## src/logic/frdm_map.vh

```
// Summary of operation
// [RQ1] Each channel update is one 24-bit frame; top 8 bits hold address/select/command.
// [RQ2] Low 16 bits of each frame hold the output code in straight binary.
// [RQ3] Filter results are accepted as full-range 16-bit two's complement values.
// [RQ4] DAC code is the signed result plus 32767.
// [RQ5] Every frame uses immediate load; load strobe pin held inactive. The startup reference frame carries command 0 instead.
// [RQ6] At start the DAC is set to its internal 2.5 V reference first.
// [RQ7] This block is serial master, making serial clock and frame timing.
// [RQ8] Overload detection enabled from reset with default thresholds; host may replace.
// [RQ9] On overload a fault record latches and the fault pin goes high.
// [RQ10] Host polls the latched fault record periodically.
// [RQ11] Modulator clock for the link channel is a fixed 5 MHz.
// [RQ12] Clock synthesizer set to 1 MHz after power-up, redone on new settings.
// [RQ13] Comparator uses first-order sinc, ratio 32, 5-bit unsigned thresholds.
// [RQ14] Frames go MSB first; select low for whole frame, high between.
`ifndef FRDM_MAP_VH
`define FRDM_MAP_VH
`define FRDM_FRAME_BITS      24
`define FRDM_CODE_OFFSET     16'h7FFF
`define FRDM_CMD_IMMEDIATE   2'h1
`define FRDM_CMD_REFERENCE   2'h0
`define FRDM_REF_INT_ON      24'h011000
`define FRDM_OSR             32
`define FRDM_THR_HI_DEFAULT  5'h1F
`define FRDM_THR_LO_DEFAULT  5'h01
`define FRDM_CLK_HZ          10000000
`define FRDM_MOD_CLK_HZ      5000000
`define FRDM_SYNTH_HZ        20'hF4240
`define FRDM_SCLK_HALF       1
`endif

```

## src/logic/frdm_fifo.v

```verilog
`timescale 1ns/10ps
module frdm_fifo #(
  parameter WIDTH = 18,
  parameter DEPTH = 16,
  parameter AW    = 4
) (
  input  wire             clk,
  input  wire             reset_n,
  input  wire             in_valid,
  output wire             in_ready,
  input  wire [WIDTH-1:0] in_data,
  output wire             out_valid,
  input  wire             out_ready,
  output reg  [WIDTH-1:0] out_data
);
  reg [WIDTH-1:0] mem_q [0:DEPTH-1];
  reg [AW:0]      wr_q;
  reg [AW:0]      rd_q;
  reg             ov_q;
  wire [AW:0]     count  = wr_q - rd_q;
  wire            full   = (count == DEPTH[AW:0]);
  wire            empty  = (count == {(AW+1){1'b0}});
  wire            pop    = empty ? 1'b0 : (!ov_q || out_ready);
  assign in_ready  = !full;
  assign out_valid = ov_q;
  always @(posedge clk) begin
    if (in_valid && !full)
      mem_q[wr_q[AW-1:0]] <= in_data;
  end
  always @(posedge clk or negedge reset_n) begin
    if (!reset_n) begin
      wr_q     <= {(AW+1){1'b0}};
      rd_q     <= {(AW+1){1'b0}};
      ov_q     <= 1'b0;
      out_data <= {WIDTH{1'b0}};
    end else begin
      if (in_valid && !full)
        wr_q <= wr_q + 1'b1;
      if (pop) begin
        out_data <= mem_q[rd_q[AW-1:0]];
        rd_q     <= rd_q + 1'b1;
        ov_q     <= 1'b1;
      end else if (out_ready)
        ov_q <= 1'b0;
    end
  end
endmodule

```

## src/logic/frdm_spi_tx.v

```verilog
`timescale 1ns/10ps
`include "frdm_map.vh"
module frdm_spi_tx #(
  parameter HALF = `FRDM_SCLK_HALF
) (
  input  wire        clk,
  input  wire        reset_n,
  input  wire        start,
  input  wire [23:0] frame,
  output wire        busy,
  output reg         sclk,
  output reg         sync_n,
  output reg         mosi
);
  reg [23:0] sh_q;
  reg [4:0]  bits_q;
  reg [7:0]  div_q;
  reg        act_q;
  assign busy = act_q;
  always @(posedge clk or negedge reset_n) begin
    if (!reset_n) begin
      sh_q <= 24'h000000; bits_q <= 5'h00; div_q <= 8'h00;
      act_q <= 1'b0; sclk <= 1'b1; sync_n <= 1'b1; mosi <= 1'b0;
    end else if (!act_q) begin
      sclk <= 1'b1;
      sync_n <= 1'b1; // RQ14
      if (start) begin
        act_q  <= 1'b1;
        sync_n <= 1'b0; // RQ14
        mosi   <= frame[23]; // RQ14
        sh_q   <= {frame[22:0], 1'b0};
        bits_q <= 5'h18;
        div_q  <= 8'h00;
      end
    end else if (div_q != HALF[7:0] - 8'h01) begin
      div_q <= div_q + 8'h01;
    end else begin
      div_q <= 8'h00;
      sclk  <= ~sclk; // RQ7
      if (sclk == 1'b0) begin
        if (bits_q == 5'h01) begin
          act_q <= 1'b0; sync_n <= 1'b1; // RQ14
        end else begin
          mosi <= sh_q[23];
          sh_q <= {sh_q[22:0], 1'b0};
        end
        bits_q <= bits_q - 5'h01;
      end
    end
  end
endmodule

```

## src/logic/frdm_mirror.v

```verilog
`timescale 1ns/10ps
`include "frdm_map.vh"
module frdm_mirror #(
  parameter DEPTH = 16,
  parameter [7:0] DAC_ADDR = 8'h00
) (
  input  wire        core_clk,
  input  wire        reset_n,
  input  wire        res_valid,
  output wire        res_ready,
  input  wire [15:0] res_data,
  input  wire [1:0]  res_chan,
  input  wire        cmp_bit,
  input  wire        thr_wr,
  input  wire [4:0]  thr_hi,
  input  wire [4:0]  thr_lo,
  input  wire        fault_clr,
  output reg         fault_q,
  output reg         fault_ind_q,
  output wire        dac_sclk,
  output wire        dac_sync_n,
  output wire        dac_mosi,
  output wire        dac_load_strobe_n,
  output reg         mod_clk_q,
  input  wire        synth_new,
  output reg         synth_req_q,
  output reg  [19:0] synth_hz_q
);
  localparam S_RESET = 2'd0;
  localparam S_REF   = 2'd1;
  localparam S_RUN   = 2'd2;
  localparam integer MOD_DIV = `FRDM_CLK_HZ / (2 * `FRDM_MOD_CLK_HZ);
  reg  [1:0]  st_q;
  wire [17:0] f_data;
  wire        f_valid;
  wire        tx_busy;
  reg         start;
  reg  [23:0] frame;
  wire [15:0] code = f_data[15:0] + `FRDM_CODE_OFFSET; // RQ3 RQ4
  assign dac_load_strobe_n = 1'b1; // RQ5
  frdm_fifo #(.WIDTH(18), .DEPTH(DEPTH), .AW(4)) u_fifo (
    .clk       (core_clk),
    .reset_n   (reset_n),
    .in_valid  (res_valid),
    .in_ready  (res_ready),
    .in_data   ({res_chan, res_data}),
    .out_valid (f_valid),
    .out_ready (start && st_q == S_RUN),
    .out_data  (f_data)
  );
  always @* begin
    start = 1'b0;
    frame = `FRDM_REF_INT_ON;
    case (st_q)
      S_REF: start = !tx_busy; // RQ6
      S_RUN: begin
        start = f_valid && !tx_busy;
        frame = {DAC_ADDR[7:6], `FRDM_CMD_IMMEDIATE, 1'b0,
                 f_data[17:16], 1'b0, code}; // RQ1 RQ2 RQ5
      end
      default: start = 1'b0;
    endcase
  end
  always @(posedge core_clk or negedge reset_n) begin
    if (!reset_n)
      st_q <= S_RESET;
    else case (st_q)
      S_RESET: st_q <= S_REF;
      S_REF:   if (!tx_busy) st_q <= S_RUN; // RQ6
      default: st_q <= S_RUN;
    endcase
  end
  frdm_spi_tx u_tx (
    .clk     (core_clk),
    .reset_n (reset_n),
    .start   (start),
    .frame   (frame),
    .busy    (tx_busy),
    .sclk    (dac_sclk),
    .sync_n  (dac_sync_n),
    .mosi    (dac_mosi)
  );
  // Comparator: first-order sinc over 32 modulator bits
  reg [4:0] win_q;
  reg [5:0] acc_q;
  reg [4:0] thi_q;
  reg [4:0] tlo_q;
  wire [5:0] sum = acc_q + {5'h00, cmp_bit};
  always @(posedge core_clk or negedge reset_n) begin
    if (!reset_n) begin
      win_q <= 5'h00; acc_q <= 6'h00;
      thi_q <= `FRDM_THR_HI_DEFAULT; tlo_q <= `FRDM_THR_LO_DEFAULT; // RQ8
      fault_q <= 1'b0; fault_ind_q <= 1'b0;
    end else begin
      if (thr_wr) begin
        thi_q <= thr_hi; tlo_q <= thr_lo; // RQ8 RQ13
      end
      win_q <= win_q + 5'h01; // RQ13
      if (win_q == 5'h1F) begin
        acc_q <= 6'h00;
        if (sum > {1'b0, thi_q} || sum < {1'b0, tlo_q}) begin
          fault_q <= 1'b1; fault_ind_q <= 1'b1; // RQ9
        end else if (fault_clr) begin
          fault_q <= 1'b0; fault_ind_q <= 1'b0; // RQ10
        end
      end else begin
        acc_q <= sum;
        if (fault_clr) begin
          fault_q <= 1'b0; fault_ind_q <= 1'b0; // RQ10
        end
      end
    end
  end
  // Fixed modulator clock, half of core clock
  reg [3:0] mdiv_q;
  always @(posedge core_clk or negedge reset_n) begin
    if (!reset_n) begin
      mdiv_q <= 4'h0; mod_clk_q <= 1'b0;
    end else if (mdiv_q == MOD_DIV[3:0] - 4'h1) begin
      mdiv_q <= 4'h0; mod_clk_q <= ~mod_clk_q; // RQ11
    end else
      mdiv_q <= mdiv_q + 4'h1;
  end
  // Synthesizer request: 1 MHz after reset, repeat on new settings
  reg boot_q;
  always @(posedge core_clk or negedge reset_n) begin
    if (!reset_n) begin
      boot_q <= 1'b0; synth_req_q <= 1'b0; synth_hz_q <= 20'h00000;
    end else begin
      boot_q      <= 1'b1;
      synth_hz_q  <= `FRDM_SYNTH_HZ; // RQ12
      synth_req_q <= !boot_q || synth_new; // RQ12
    end
  end
endmodule

```

## config.mk

```make
export PLATFORM = sky130hd
export DESIGN_NAME = frdm_mirror
export DESIGN_NICKNAME = d
export VERILOG_FILES = /design/src/logic/frdm_fifo.v /design/src/logic/frdm_spi_tx.v /design/src/logic/frdm_mirror.v
export VERILOG_INCLUDE_DIRS = /design/src /design/src/logic
export SDC_FILE = /design/constraint.sdc
export NUM_CORES = 1
export LEC_CHECK = 0
export BUFFER_PORTS_ARGS = -buffer_cell sky130_fd_sc_hd__buf_4
export CAP_MARGIN = 20
export CORE_UTILIZATION = 52
export CTS_BUF_LIST = sky130_fd_sc_hd__clkbuf_8
export CTS_CLUSTER_SIZE = 25
export DETAILED_ROUTE_END_ITERATION = 7
export PLACE_DENSITY = 0.68
export SETUP_SLACK_MARGIN = 0.4
export SYNTH_ARGS = -nofsm -noshare
export SYNTH_HDL_FRONTEND = slang
export SYNTH_HIERARCHICAL = 1
export SYNTH_SLANG_ARGS = --single-unit
```

## constraint.sdc

```tcl
create_clock -name core_clk -period 4.39 [get_ports core_clk]
set_input_delay 0.439 -clock core_clk [delete_from_list [all_inputs] [get_ports core_clk]]
set_output_delay 0.439 -clock core_clk [all_outputs]
set_load 0.01 [all_outputs]
```

==> metrics.txt <==
run status=finished, violations left; failing checks=negative hold slack; all-layer global routing usage=21.02%; worst vdd rail ir drop=0.2973 mV; r2r startpoint=u_fifo/rd_q[2]; worst r2r path cells=8; vias per inst=5.593; largest cells by area after synthesis=edfxtp_1 (53%), dfrtp_1 (14%), mux4_2 (9.8%), nand2_1 (3.0%), ha_1 (2.4%); crit path max fanout=19; Post-synth EDFFs=288; placed wire-length estimate=20320 um; vias in the first global route=9193; synthesis-stage register bit count=389; total die area=32390 sq um; Fillers=2313; chip width=180.0 um; CTS H-Tree Depth=3; synthesized area=16470 sq um; Clk network pwr share=34.9%; Routed Antenna Nets=0; CTS Root Cell=clkbuf_8; CTS Sinks=389; first-pass GRT wire length=51140 um; I/O pins=64; Setup-failing EPs final=0; WL/cell=20.87 um; Worst Max-Slew Pin Slew=0.9343 ns; number of buffers created by CTS=66; sequential fraction of design power=50.8%; GRT Residual Overflow=0; yosys warns=6; switching power=2.365 mW; internal power=6.424 mW; Final Critical Period=3.413 ns; top cell type's share of synthesized area=52.51%; synth unique cells=58; Post-Layout Cell Count=1572; Vert. Die Dim=180.0 um; placed instance count=1453; Finished Core Util=59.87%; CP Capture Type=primary output; WP data required=3.95 ns; layout cell share with drive strength beyond 1=24.91%; Synth Instances=1028; WL final=32810 um; CTS tree=done; RePlAce Congestion=0.8031; Fin Setup TNS=0 ns; std cell rows=64; pwr/cell area=474.9 nW/um^2; count leader, synth=edfxtp_1; Clk Latency, worst-skew pair=0.60 ns; top cell type by total area after synthesis=edfxtp_1; crit path from=u_fifo/rd_q[2]; Initial Utilization=53.29%; Max Fclk=293.0 MHz; top_reg_cell synth=edfxtp_1; Fin Clk Skew=0.03859 ns; synth cell count leaders=edfxtp_1 (288), nand2_1 (130), dfrtp_1 (93); via count=8792; Slew HR=37.71%; core area=30910 sq um; # diodes=0; Switching Share=26.91%; Arr. time, crit path=2.97 ns; final slew viol count=0; CP Launch Type=flip-flop; post-synthesis sequential area ratio=67.91%; nets=1193; Logic pwr share=14.3%; initial antenna violation count=0; DRT iter0 DRCs=431; first drt pass iteration count=5; Port-buffer cells=49; clock buffer depth=3; syn_area_per_cell=16.02 sq um; WS Path Type=flip-flop to primary output; Min Hold Slack=-0.007362 ns; Leakage=7.009 nW; worst hold-check path type=input port to asynchronous set/reset pin; largest net degree at the start of global routing=72; Max Cap Viol=0; DRC viols=0; clk slew on worst S/H paths=0.05 ns; Area Growth Syn to Fin=12.36%; period utilization=77.75%; async set-reset flop share out of synthesis=25.96%; RSZ-0062 raised after global routing=no; Final Hold Viols=3
==> state kept, by name, summed over array words and instances, names as in the netlist, 2 cells and up <==
register / cells
u_fifo/rd_q: 5
win_q: 5
u_tx/sh_q: 23
u_fifo/out_data: 18
u_fifo/mem_q: 288
u_tx/div_q: 8
u_tx/bits_q: 5
u_fifo/wr_q: 5
mdiv_q: 4
tlo_q: 5
st_q: 2
acc_q: 6
thi_q: 5
==> worst max-delay path, stage by stage, from the launching register on <==
cell	delay [ns]
dfrtp_2	0.36
clkinv_1	0.48
ha_1	0.47
or2_0	0.25
o22ai_2	0.14
xor2_2	0.33
nand3_1	0.20
buf_4	0.19
==> layout make-up <==
type                       instances  area, sq um  share of cell area [%]
sequential                       389        11190                   60.48
multi-input combinational        562         4858                   26.25
clock buffer                      72        991.0                   5.355
timing repair buffer              78        588.1                   3.178
tap                              396        495.5                   2.677
clock inverter                    46        272.8                   1.474
inverter                          29        108.9                  0.5882
==> cell families (layout without fill, tap and decap cells) <==
logic type	after synthesis	in the layout	share of synthesized area, %
XOR/XNOR	35	35	1.907
AND/OR/NAND/NOR	258	258	7.490
adder cells (fa/ha/maj)	32	32	2.431
AO/OA/AOI/OAI	100	100	3.821
other	2	19	0.04560
multiplexers	118	118	13.13
flip-flops	389	389	67.91
buffers and inverters	94	225	3.266
==> worst paths after layout <==
kind | endpoint | slack [ns]
worst max-delay path | res_ready | 0.98
worst min-delay path | u_tx/div_q[4] | -0.007
worst max register to register | u_fifo/mem_q[15][11] | 1.02
worst min register to register | win_q[0] | 0.45
max in group asynchronous | tlo_q[0] | 3.40
min in group core_clk | thi_q[3] | 0.06
==> what timing repair did <==
item | CTS | global route
gates resized for setup | 0 | 0
hold buffers | 1 | 0
buffers inserted | 0 | 0
endpoints found under the hold margin | 1 | 0
==> layer usage <==
| layer | track usage (%) | up-vias | part of all wire [%] |
|---|---|---|---|
| met5 | 0 | - | 0 |
| met4 | 9.448 | 0 | 3.5 |
| met3 | 3.667 | 71 | 4.8 |
| met2 | 34.99 | 233 | 49 |
| met1 | 27.22 | 4452 | 43 |
| li1 | - | 4036 | - |
==> layout by cell type (no fill, tap or decap), types with 4 or more instances in the layout <==
| cell | netlist | layout |
|---|---|---|
| edfxtp_1 | 288 | 288 |
| nand2_1 | 130 | 130 |
| dfrtp_1 | 93 | 90 |
| buf_4 | 26 | 77 |
| clkbuf_8 | 0 | 72 |
| mux4_2 | 72 | 72 |
| o21ai_0 | 48 | 48 |
| inv_1 | 28 | 46 |
| ha_1 | 32 | 32 |
| mux2i_1 | 24 | 24 |
| and3_1 | 23 | 23 |
| xnor2_1 | 21 | 21 |
| a31oi_1 | 21 | 21 |
| nor2_1 | 30 | 19 |
| conb_1 | 2 | 19 |
| clkinv_1 | 1 | 16 |
| nand3_1 | 15 | 15 |
| mux2_4 | 14 | 14 |
| xor2_1 | 13 | 13 |
| a21oi_1 | 13 | 13 |
| nor2b_1 | 11 | 11 |
| nor2_2 | 0 | 11 |
| nand2b_1 | 10 | 10 |
| mux2_2 | 8 | 8 |
| dfstp_2 | 8 | 8 |
| nor3_1 | 11 | 7 |
| clkinv_2 | 0 | 5 |
| nor3_2 | 0 | 4 |
==> through the flow <==
step / setup slack [ns] / instance area [sq um] / hold WS [ns] / total power, mW
2_1_floorplan: 0.4465 / 16530 / 0.1434 / 5.375
3_3_place_gp: 1.094 / 17230 / 0.4501 / 5.764
3_5_place_dp: 1.017 / 17230 / 0.4466 / 5.800
4_1_cts: 0.8970 / 18510 / 0.002464 / 8.893
5_1_grt: 0.7849 / 18510 / 0.05172 / 9.188
6_report: 0.9770 / 18510 / -0.007362 / 8.789
==> power groups by stage <==
| stage | clock [mW] | combinational (mW) | sequential [mW] |
|---|---|---|---|
| final | 3.07 | 1.26 | 4.46 |
| after global routing | 3.31 | 1.39 | 4.49 |
| after CTS | 3.16 | 1.27 | 4.47 |
| after detailed placement | 0 | 1.26 | 4.54 |
| after global placement | 0 | 1.24 | 4.53 |
| after floorplan | 0 | 0.914 | 4.46 |
Note: power is estimated with default switching activity, not from simulation.
